### src/dlr_pkg.sv
// Package for the latency and io-mode register block
package dlr_pkg;
  // Mode register addresses
  localparam logic [5:0] ADDR_LATENCY = 6'h02;
  localparam logic [5:0] ADDR_IO_CFG  = 6'h03;
  localparam logic [5:0] ADDR_THERMAL = 6'h04;
  localparam logic [5:0] ADDR_SETPT   = 6'h0D;
  // Field positions
  localparam int POS_PUCAL = 0;
  localparam int POS_WPST  = 1;
  localparam int POS_PROT  = 2;
  localparam int POS_PULLDOWN_DRIVE_STRENGTH  = 3;
  localparam int POS_RDBI  = 6;
  localparam int POS_WDBI  = 7;
  localparam int POS_WLS   = 6;
  localparam int POS_REPAIR_ENTRY_BIT  = 4;
  localparam int POS_FSPWR = 6;
  localparam int POS_FSPOP = 7;
  // Reset values
  localparam logic [7:0] IO_CFG_RESET  = 8'h31;
  localparam logic [7:0] LATENCY_RESET = 8'h00;
  // Extra clocks for 32-beat read bursts
  localparam logic [5:0] BL32_RTP_ADD = 6'h08;
  // Latency code tables, index by three-bit code
  localparam logic [5:0] RL_NODBI [8] = '{6'h06, 6'h0A, 6'h0E, 6'h14, 6'h18, 6'h1C, 6'h20, 6'h24};
  localparam logic [5:0] RL_DBI   [8] = '{6'h06, 6'h0C, 6'h10, 6'h16, 6'h1C, 6'h20, 6'h24, 6'h28};
  localparam logic [5:0] WL_SET_A [8] = '{6'h04, 6'h06, 6'h08, 6'h0A, 6'h0C, 6'h0E, 6'h10, 6'h12};
  localparam logic [5:0] WL_SET_B [8] = '{6'h04, 6'h08, 6'h0C, 6'h12, 6'h16, 6'h1A, 6'h1E, 6'h22};
  localparam logic [5:0] WR_CYC   [8] = '{6'h06, 6'h0A, 6'h10, 6'h14, 6'h18, 6'h1E, 6'h22, 6'h28};
  localparam logic [5:0] RTP_CYC  [8] = '{6'h08, 6'h08, 6'h08, 6'h08, 6'h0A, 6'h0C, 6'h0E, 6'h10};
  // Mode register write command
  typedef struct packed {
    logic       valid;
    logic [5:0] addr;
    logic [7:0] data;
  } dlr_mrw_t;
  // Decoded io configuration
  typedef struct packed {
    logic       write_inversion_enable;
    logic       read_inversion_enable;
    logic [2:0] pulldown_drive_strength;
    logic       repair_protection_bit;
    logic       write_postamble_length;
    logic       pullup_calibration_point;
  } dlr_io_cfg_t;
  // Precharge countdown states
  typedef enum logic [1:0] {
    PC_IDLE  = 2'b00,
    PC_COUNT = 2'b01,
    PC_FIRE  = 2'b10
  } dlr_pc_state_t;
endpackage

### src/dlr_mode_regs.sv
// Latency, io-mode and repair mode registers with auto-precharge timing
// Notes on behaviour
// Read latency column follows read inversion enable
// Write latency set follows set select bit
// Controller keeps clock inside code's frequency band
// Write auto-precharge waits write recovery cycles
// Read auto-precharge waits read-to-precharge cycles
// 32-beat reads add eight clocks
// Controller matches calibration point on both channels
// Postamble bit selects half or one-and-half clock
// Protection bit sticky until power-on reset
// Protection blocks writing repair entry to one
// Write updates only write set-point copy
// Device operates from operating set-point copy
// Repair entry bit enters and exits repair
// Reset loads default encodings into all fields
`timescale 1ns/1ps
module dlr_mode_regs
  import dlr_pkg::*;
(
  input  wire logic        clk_in,
  input  wire logic        rst_n_in,
  input  wire dlr_mrw_t    mrw_in,
  input  wire logic        wr_ap_done_in,
  input  wire logic        rd_ap_done_in,
  input  wire logic        burst32_in,
  output logic [5:0]       read_latency_cycles_out,
  output logic [5:0]       write_latency_cycles_out,
  output logic [5:0]       write_recovery_cycles_out,
  output logic [5:0]       read_to_precharge_cycles_out,
  output dlr_io_cfg_t      io_cfg_out,
  output logic             postamble_long_out,
  output logic             repair_mode_out,
  output logic             precharge_start_out
);
  logic [7:0]    io_cfg [2];
  logic [7:0]    latency [2];
  logic [7:0]    next_io_cfg [2];
  logic [7:0]    next_latency [2];
  logic          write_set_point_select;
  logic          operating_set_point_select;
  logic          next_wsp;
  logic          next_osp;
  logic          repair;
  logic          next_repair;
  logic          protect_any;
  logic [7:0]    act_io;
  logic [7:0]    act_lat;
  logic [2:0]    rl_code;
  logic [2:0]    wl_code;
  dlr_pc_state_t pc_state;
  dlr_pc_state_t next_pc_state;
  logic [5:0]    pc_count;
  logic [5:0]    next_pc_count;

  // Write targets the copy picked by the write set point
  function automatic logic hits(input logic sel, input int idx);
    return sel == idx[0];
  endfunction

  assign protect_any = io_cfg[0][POS_PROT] | io_cfg[1][POS_PROT];

  // Register update decisions
  always_comb begin
    next_wsp     = write_set_point_select;
    next_osp     = operating_set_point_select;
    next_repair  = repair;
    next_io_cfg  = io_cfg;
    next_latency = latency;
    if (mrw_in.valid) begin
      for (int i = 0; i < 2; i++) begin
        if (hits(write_set_point_select, i)) begin
          if (mrw_in.addr == ADDR_IO_CFG) begin
            next_io_cfg[i] = mrw_in.data;
            next_io_cfg[i][POS_PROT] = io_cfg[i][POS_PROT] | mrw_in.data[POS_PROT];
          end
          if (mrw_in.addr == ADDR_LATENCY) begin
            next_latency[i] = mrw_in.data;
          end
        end
      end
      if (mrw_in.addr == ADDR_SETPT) begin
        next_wsp = mrw_in.data[POS_FSPWR];
        next_osp = mrw_in.data[POS_FSPOP];
      end
      if (mrw_in.addr == ADDR_THERMAL) begin
        if (!mrw_in.data[POS_REPAIR_ENTRY_BIT]) begin
          next_repair = 1'b0;
        end else if (!protect_any) begin
          next_repair = 1'b1;
        end
      end
    end
  end

  // Register storage, reset to defaults
  always_ff @(posedge clk_in) begin
    if (!rst_n_in) begin
      io_cfg[0]  <= IO_CFG_RESET;
      io_cfg[1]  <= IO_CFG_RESET;
      latency[0] <= LATENCY_RESET;
      latency[1] <= LATENCY_RESET;
      write_set_point_select     <= 1'b0;
      operating_set_point_select <= 1'b0;
      repair <= 1'b0;
    end else begin
      io_cfg  <= next_io_cfg;
      latency <= next_latency;
      write_set_point_select     <= next_wsp;
      operating_set_point_select <= next_osp;
      repair <= next_repair;
    end
  end

  // Active copy selection
  assign act_io  = io_cfg[operating_set_point_select];
  assign act_lat = latency[operating_set_point_select];
  assign rl_code = act_lat[2:0];
  assign wl_code = act_lat[5:3];

  // Latency lookups, registered outputs
  always_ff @(posedge clk_in) begin
    if (!rst_n_in) begin
      read_latency_cycles_out      <= RL_NODBI[0];
      write_latency_cycles_out     <= WL_SET_A[0];
      write_recovery_cycles_out    <= WR_CYC[0];
      read_to_precharge_cycles_out <= RTP_CYC[0];
      io_cfg_out         <= dlr_io_cfg_t'(IO_CFG_RESET);
      postamble_long_out <= 1'b0;
      repair_mode_out    <= 1'b0;
    end else begin
      read_latency_cycles_out <= act_io[POS_RDBI] ? RL_DBI[rl_code] : RL_NODBI[rl_code];
      write_latency_cycles_out <= act_lat[POS_WLS] ? WL_SET_B[wl_code] : WL_SET_A[wl_code];
      write_recovery_cycles_out    <= WR_CYC[rl_code];
      read_to_precharge_cycles_out <= RTP_CYC[rl_code];
      io_cfg_out         <= dlr_io_cfg_t'(act_io);
      postamble_long_out <= act_io[POS_WPST];
      repair_mode_out    <= repair;
    end
  end

  // Auto-precharge countdown
  always_comb begin
    next_pc_state = pc_state;
    next_pc_count = pc_count;
    unique case (pc_state)
      PC_IDLE: begin
        if (wr_ap_done_in) begin
          next_pc_count = write_recovery_cycles_out;
          next_pc_state = PC_COUNT;
        end else if (rd_ap_done_in) begin
          next_pc_count = burst32_in ? read_to_precharge_cycles_out + BL32_RTP_ADD
                                     : read_to_precharge_cycles_out;
          next_pc_state = PC_COUNT;
        end
      end
      PC_COUNT: begin
        next_pc_count = pc_count - 6'h01;
        if (pc_count == 6'h01) begin
          next_pc_state = PC_FIRE;
        end
      end
      PC_FIRE: begin
        next_pc_state = PC_IDLE;
      end
      default: next_pc_state = PC_IDLE;
    endcase
  end

  always_ff @(posedge clk_in) begin
    if (!rst_n_in) begin
      pc_state <= PC_IDLE;
      pc_count <= 6'h00;
    end else begin
      pc_state <= next_pc_state;
      pc_count <= next_pc_count;
    end
  end

  assign precharge_start_out = (pc_state == PC_FIRE);

  // Checks
  chk_prot_sticky: assert property (@(posedge clk_in) disable iff (!rst_n_in)
    $past(io_cfg[0][POS_PROT]) |-> io_cfg[0][POS_PROT])
    else $error("protection bit cleared");
  chk_prot_blocks: assert property (@(posedge clk_in) disable iff (!rst_n_in)
    (protect_any && !repair) |=> !repair)
    else $error("repair entered while protected");
  chk_repair_exit: assert property (@(posedge clk_in) disable iff (!rst_n_in)
    (mrw_in.valid && mrw_in.addr == ADDR_THERMAL && !mrw_in.data[POS_REPAIR_ENTRY_BIT]) |=> !repair)
    else $error("repair not exited");
  chk_inactive_kept: assert property (@(posedge clk_in) disable iff (!rst_n_in)
    (mrw_in.valid && mrw_in.addr == ADDR_IO_CFG && !write_set_point_select)
      |=> io_cfg[1] == $past(io_cfg[1]))
    else $error("inactive copy written");
  chk_rd_dbi: assert property (@(posedge clk_in) disable iff (!rst_n_in)
    act_io[POS_RDBI] |=> read_latency_cycles_out == RL_DBI[$past(rl_code)])
    else $error("read latency column wrong");
  chk_wl_set: assert property (@(posedge clk_in) disable iff (!rst_n_in)
    !act_lat[POS_WLS] |=> write_latency_cycles_out == WL_SET_A[$past(wl_code)])
    else $error("write latency set wrong");
  chk_postamble: assert property (@(posedge clk_in) disable iff (!rst_n_in)
    ##1 postamble_long_out == $past(io_cfg[operating_set_point_select][POS_WPST]))
    else $error("postamble select wrong");
  chk_wr_ap: assert property (@(posedge clk_in) disable iff (!rst_n_in)
    (pc_state == PC_IDLE && wr_ap_done_in && write_recovery_cycles_out == 6'h06)
      |=> (pc_state == PC_COUNT) [*6] ##1 precharge_start_out)
    else $error("write recovery timing wrong");
  chk_rd_ap32: assert property (@(posedge clk_in) disable iff (!rst_n_in)
    (pc_state == PC_IDLE && !wr_ap_done_in && rd_ap_done_in && burst32_in)
      |=> pc_count == $past(read_to_precharge_cycles_out) + BL32_RTP_ADD)
    else $error("burst32 extra clocks missing");
  chk_wr_load: assert property (@(posedge clk_in) disable iff (!rst_n_in)
    (pc_state == PC_IDLE && wr_ap_done_in) |=> pc_count == $past(write_recovery_cycles_out))
    else $error("write recovery count not loaded");
  chk_rd_load: assert property (@(posedge clk_in) disable iff (!rst_n_in)
    (pc_state == PC_IDLE && !wr_ap_done_in && rd_ap_done_in && !burst32_in)
      |=> pc_count == $past(read_to_precharge_cycles_out))
    else $error("read to precharge count not loaded");
  chk_pc_pulse: assert property (@(posedge clk_in) disable iff (!rst_n_in)
    precharge_start_out |=> !precharge_start_out)
    else $error("precharge start held too long");
  cov_repair: cover property (@(posedge clk_in) disable iff (!rst_n_in) $rose(repair));
  cov_prot: cover property (@(posedge clk_in) disable iff (!rst_n_in) $rose(protect_any));
  cov_pc: cover property (@(posedge clk_in) disable iff (!rst_n_in) precharge_start_out);
  cov_osp: cover property (@(posedge clk_in) disable iff (!rst_n_in) $rose(operating_set_point_select));
endmodule // dlr_mode_regs

### config.mk
export PLATFORM = sky130hd
export DESIGN_NAME = dlr_mode_regs
export DESIGN_NICKNAME = d
export VERILOG_FILES = /design/src/dlr_pkg.sv /design/src/dlr_mode_regs.sv
export SDC_FILE = /design/constraint.sdc
export NUM_CORES = 1
export LEC_CHECK = 0
export BUFFER_PORTS_ARGS = -buffer_cell sky130_fd_sc_hd__buf_2
export CAP_MARGIN = 0
export CORE_MARGIN = 1.5
export CORE_UTILIZATION = 35
export CTS_CLUSTER_SIZE = 12
export DETAILED_ROUTE_END_ITERATION = 8
export GPL_TIMING_DRIVEN = 0
export SETUP_SLACK_MARGIN = 0.15
export SLEW_MARGIN = 40
export SYNTH_ARGS = -nofsm -noshare
export SYNTH_HDL_FRONTEND = slang
export SYNTH_SLANG_ARGS = --single-unit
export TNS_END_PERCENT = 5
### constraint.sdc
create_clock -name clk_in -period 2.3 [get_ports clk_in]
set_input_delay 0.345 -clock clk_in [delete_from_list [all_inputs] [get_ports clk_in]]
set_output_delay 0.345 -clock clk_in [all_outputs]
set_load 0.05 [all_outputs]
# Word level (Yosys, flattened, before mapping)
# Memories as Yosys holds them, arrays and structs flattened. A register that Yosys moved wholly into a read port is not among the register bits.
# Cells that the tools add are included.
# classes
n_lt_le_gt_ge,3
n_reduce_logical,12
mux,26
add_sub_neg,2
eq_ne,10
bitwise,7
# op_table
operator,n
$mux W6,13
$mux W8,3
$mux W7,3
$reduce_and A3 Y1,5
$eq A6 B2 Y1 const B,2
$pmux W6 S2,1
$ge A4 B4 Y1 const B,2
$not A3 Y4,2
$add A6 B4 Y6 const B,1
$eq A6 B1 Y1 const B,1
$eq A6 B3 Y1 const B,1
$eq A6 B4 Y1 const B,1
$mux W2,3
$reduce_and A2 Y1,3
$sub A6 B1 Y6 const B,1
$ne A2 B2 Y1 const B,2
$pmux W2 S2,1
$ne A3 B3 Y1 const B,1
$or A1 B1 Y1,3
$eq A2 B1 Y1 const B,1
$eq A2 B2 Y1 const B,1
$ge A2 B2 Y1 const B,1
$logic_not A1 Y1,2
$logic_not A2 Y1,1
other kinds (4),5
# word_totals
word_cells,84
rom_bits,288
in_bits,20
ff_bits,62
mem_count,6
out_inout_bits,35
# memory_table
memory,depth,width,read_ports,rd_ports_with_merged_regs,write_ports,line,text
(name not given),8,6,1,1,0,dlr_mode_regs.sv:135,read_to_precharge_cycles_out <= RTP_CYC[rl_code];
(name not given),8,6,1,1,0,dlr_mode_regs.sv:134,write_recovery_cycles_out <= WR_CYC[rl_code];
(name not given),8,6,1,0,0,dlr_mode_regs.sv:133,write_latency_cycles_out <= act_lat[POS_WLS] ? WL_SET_B[wl_code] : WL_SET_A[wl_code];
(name not given),8,6,1,0,0,dlr_mode_regs.sv:133,
(name not given),8,6,1,0,0,dlr_mode_regs.sv:132,read_latency_cycles_out <= act_io[POS_RDBI] ? RL_DBI[rl_code] : RL_NODBI[rl_code];
(name not given),8,6,1,0,0,dlr_mode_regs.sv:132,

# Depth between registers and ports, before layout
# depth
ltp_word,9
ltp_mapped,8
depth_no_buf,6

# Worst setup path after synthesis
# No wires, ideal clock.
# synth_path
kind,reg2reg
start,register read_to_precharge_cycles_out[3]
end,register pc_count[4]
setup_slack_ns,0.530
required_time_ns,2.174
arrival_time_ns,1.644
stages_incl_launch_ff,6
n_path_buf,0
setup_time_ns,0.126
synth_period_minus_slack_ns,1.770
path_cell_list,dfxtp_1 -> ha_1 -> mux2_2 -> mux2_2 -> a21oi_1 -> o21ai_0
# synth_between
elab_chain_cells,5
# synth_rtl
item,line,text
from (decl),dlr_mode_regs.sv:30,"output logic [5:0] read_to_precharge_cycles_out,"
$add A6 B4 Y6,dlr_mode_regs.sv:152,next_pc_count = burst32_in ? read_to_precharge_cycles_out + BL32_RTP_ADD
$mux W6,dlr_mode_regs.sv:152,
$mux W6,dlr_mode_regs.sv:151,end else if (rd_ap_done_in) begin
$mux W6,dlr_mode_regs.sv:148,if (wr_ap_done_in) begin
$pmux W6 S2,dlr_mode_regs.sv:146,unique case (pc_state)
to (signal assigned),dlr_mode_regs.sv:176,pc_count <= next_pc_count;
to (decl),dlr_mode_regs.sv:53,logic [5:0] pc_count;
# No other way between the ends. The select of a mux whose other input is x is not followed.
# A chain may end at the register's enable or synchronous reset.

# Final worst setup path
# layout_path
start,register operating_set_point_select
end,register read_latency_cycles_out[4]
# layout_between
elab_chain_cells,9
elab_cells_between_ends,15
classes_between,mux: 11; bitwise: 2; memory: 2
# layout_rtl
item,line,text
from (decl),dlr_mode_regs.sv:41,logic operating_set_point_select;
from (signal assigned),dlr_mode_regs.sv:110,operating_set_point_select <= next_osp;
$not A1 Y2 (implied by the code) (*),dlr_mode_regs.sv:117,assign act_lat = latency[operating_set_point_select];
$mux W7 (implied by the code) (*) (3 in series),dlr_mode_regs.sv:117,
net act_lat[0],dlr_mode_regs.sv:48,logic [7:0] act_lat;
$not A3 Y4 (implied by the code) (*),dlr_mode_regs.sv:132,
$mem_v2 Z8 W6,n/a,
$mux W6 (implied by the code) (2 in series),dlr_mode_regs.sv:132,
$mux W6 (*),dlr_mode_regs.sv:132,
to (signal assigned),dlr_mode_regs.sv:124,read_latency_cycles_out <= RL_NODBI[0];
to (signal assigned),dlr_mode_regs.sv:132,
to (decl),dlr_mode_regs.sv:27,"output logic [5:0] read_latency_cycles_out,"
# Mark *: on every way through the listed nets, which the timed path passes. The rest lies on a longest branch. The select of a mux whose other input is x is not followed.

==> results.json <==
{
  "ios": 55,
  "status": "finished clean",
  "worstMarginPinSlew_ns": 0.6325,
  "cts_setup_buffers": 0,
  "fp.dieArea_mm2": 0.009384,
  "path_class": "flop to flop",
  "fillers": 856,
  "ant_nets": 0,
  "grt_setup_unrepaired": "false",
  "post-place-ws_ns": 0.3618,
  "grt_remaining_overflow": 0,
  "place_congestion": 0.8150,
  "cts_hold_buffers": 0,
  "antenna_cells": 0,
  "yosysSeqAreaShare": 0.4479,
  "syn-cell-area_mm2": 0.003084,
  "crit_chain": "buf_6 > buf_6 > mux2i_4 > inv_1 > ha_1 > mux2i_1 > mux2i_1 > and2_1",
  "vdd_ir_drop_max_uv": 230.4,
  "relSlewSlack": 0.5784,
  "final_common_cell": "dfxtp_1",
  "cp_max_fo": 10,
  "clk_latency_ns": 0.34,
  "hold_class": "input port to flop",
  "die_w_um": 96.87,
  "critical_path_arrival_ns": 2.18,
  "fin_ws_ns": 0.3581,
  "met2_length_mm": 3.183,
  "clock_sinks": 69,
  "instances_no_fill": 489,
  "drive_gt1_frac": 0.2546,
  "core_area_mm2": 0.008636,
  "drt_iter0_markers": 65,
  "place_hpwl_mm": 4.799,
  "grt_use_total": 0.1489,
  "grt_max_degree": 13,
  "vias": 2370,
  "setup_tns_ns": 0,
  "clockBufferDepth": 2,
  "netlist_instances": 314,
  "slowest_stage": "dfxtp_1",
  "skew_ns": 0.007536,
  "die-height_um": 96.87,
  "avgViaCountPerCell": 4.847,
  "synth_top_family_by_area": "simple AND/OR/NAND/NOR gates",
  "layout_common_cells": "dfxtp_1 (69), buf_2 (51), nand2_1 (41)",
  "synth-simple-area-share": 0.1870,
  "nets": 409,
  "start_util": 0.3571,
  "ys_types": 47,
  "area_growth_pct": 19.31,
  "post_cts_resized": 0,
  "grt_pass1_vias": 2271,
  "start_kind": "flop",
  "slowest_delay_ns": 0.34,
  "worstPathRequired_ns": 2.53,
  "async_flop_share": 0,
  "synth_mux_area_frac": 0.1424,
  "p_leak_nw": 1.558,
  "synth.avg_cell_area_um2": 9.822,
  "synth_compound_area_frac": 0.1108,
  "top_layer_used": "met4",
  "hold_violations": 0,
  "synthFlopType": "dfxtp_1",
  "synth_edf_count": 0,
  "wire_per_inst_um": 13.83,
  "maxSlewViolCount": 0,
  "wl_met1_mm": 3.278,
  "clock-root-buffer": "clkbuf_8",
  "clkSlewWorstSetupHoldPaths_ns": 0.08,
  "dpl.cell_count": 473,
  "grt_antenna_before_repair": 0,
  "cap_viol_max_count": 0,
  "dr.pass1.iters": 4,
  "cts_tree": "yes",
  "setup_viol": 0,
  "end_kind": "flop",
  "power_density_mw_per_mm2": 663.2,
  "critPathBufInv": 3,
  "numCtsBuffers": 9,
  "yosys_warnings": 0,
  "htreeDepth": 3,
  "cp_top_family": "buffers and inverters",
  "power.total_mw": 2.440,
  "synth_xor_area_frac": 0.002840,
  "ys_seq_elements": 69,
  "wl_met3_um": 184,
  "yosys.area_share.adder": 0.05274,
  "period_share": 0.8443,
  "grt_pass1_wl_mm": 11.06,
  "rows": 34,
  "io_buffers": 47,
  "fmax_ghz": 0.5150,
  "totalWireLength_mm": 6.765,
  "fin_crit_ns": 1.942,
  "drc": 0
}
[worst register-to-register path: stages, from the launching register on]
cell and delay, ns:
dfxtp_1 0.34, buf_6 0.17, buf_6 0.21, mux2i_4 0.33, inv_1 0.18, ha_1 0.23, mux2i_1 0.14, mux2i_1 0.08
and2_1 0.16
[synth_stat cells (2+ instances only)]
cell      count  area share
nand2b_1      4      0.0081
nand3_1      17       0.028
a21boi_1      2      0.0049
buf_1         2      0.0024
dfxtp_1      69        0.45
inv_2         2      0.0024
and3_1        2      0.0041
nand4b_1      2      0.0057
nand2_1      41       0.050
buf_4         6       0.015
o211ai_1      7       0.017
inv_1         5      0.0061
mux2i_4       4       0.029
a21oi_1      10       0.016
o211a_1       3      0.0097
nor3_1        4      0.0065
o221a_2       2      0.0073
mux2_2        7       0.026
a31oi_1       4      0.0081
nor2b_1      12       0.024
and2_1        3      0.0061
and4_1        3      0.0085
a211oi_1      2      0.0049
nor2_1        7      0.0085
ha_1         13       0.053
buf_6         4       0.015
clkbuf_1      7      0.0085
o21ai_0      22       0.036
buf_2         4      0.0065
mux2i_1      27       0.088
[power by group]
part           switching [mW]  internal [mW]  leakage [nW]
registers              0.0158           1.21         0.558
clock network           0.456          0.559         0.102
logic                   0.124         0.0748         0.899
[layout make-up]
cell class | instances | area [um2] | share of cell area
plain buffers | 23 | 143.9 | 0.03910
clock buffers | 11 | 151.4 | 0.04114
clock inverters | 5 | 58.81 | 0.01598
inverters | 7 | 26.28 | 0.007140
multi-input cells | 219 | 1548 | 0.4206
flip-flops and latches | 69 | 1381 | 0.3754
well taps | 108 | 135.1 | 0.03672
repair buffers | 47 | 235.2 | 0.06392
[flip-flops by register name, summed over array words and instances (netlist names), 2 cells and up]
signal and count:
read_latency_cycles_out 5, pc_count 6, latency 14, read_to_precharge_cycles_out 4
write_recovery_cycles_out 5, io_cfg 16, pc_state 2, io_cfg_out 7
write_latency_cycles_out 5
[per-stage QoR]
stage,utilization,hold WS [ns],cell area (um2)
after floorplan,-,0.4305,3099
after global placement,0.4018,0.4413,3470
after detailed placement,0.4018,0.4439,3470
after CTS,0.4261,0.2365,3680
after global routing,0.4261,0.2450,3680
final,0.4261,0.2448,3680
[per-layer routing]
metal | GRT usage | vias up
li1 | - | 1222
met1 | 0.1960 | 1094
met2 | 0.2356 | 45
met3 | 0.02529 | 9
met4 | 0.07358 | 0
met5 | 0 | -
[cells by family (layout without fill, tap and decap cells)]
kind of cell               after synthesis  in the layout
AOI/OAI and AO/OA                       55             55
xor gates and xnor gates                 1              1
adders and majority gates               13             13
buffers and inverters                   30             93
DFF                                     69             69
muxes                                   38             38
other                                    1              5
and+or+nand+nor                        107            107
[worst paths after layout]
check	startpoint	end	slack, ns	depth (start not counted)
hold / removal	mrw_in[5]	io_cfg[5]	0.24	3
setup / recovery	operating_set_point_select	read_latency_cycles_out[4]	0.36	8
setup reg to reg	operating_set_point_select	read_latency_cycles_out[4]	0.36	8
hold reg to reg	latency[11]	latency[11]	0.46	2
Note: power is estimated with default switching activity, not from simulation.
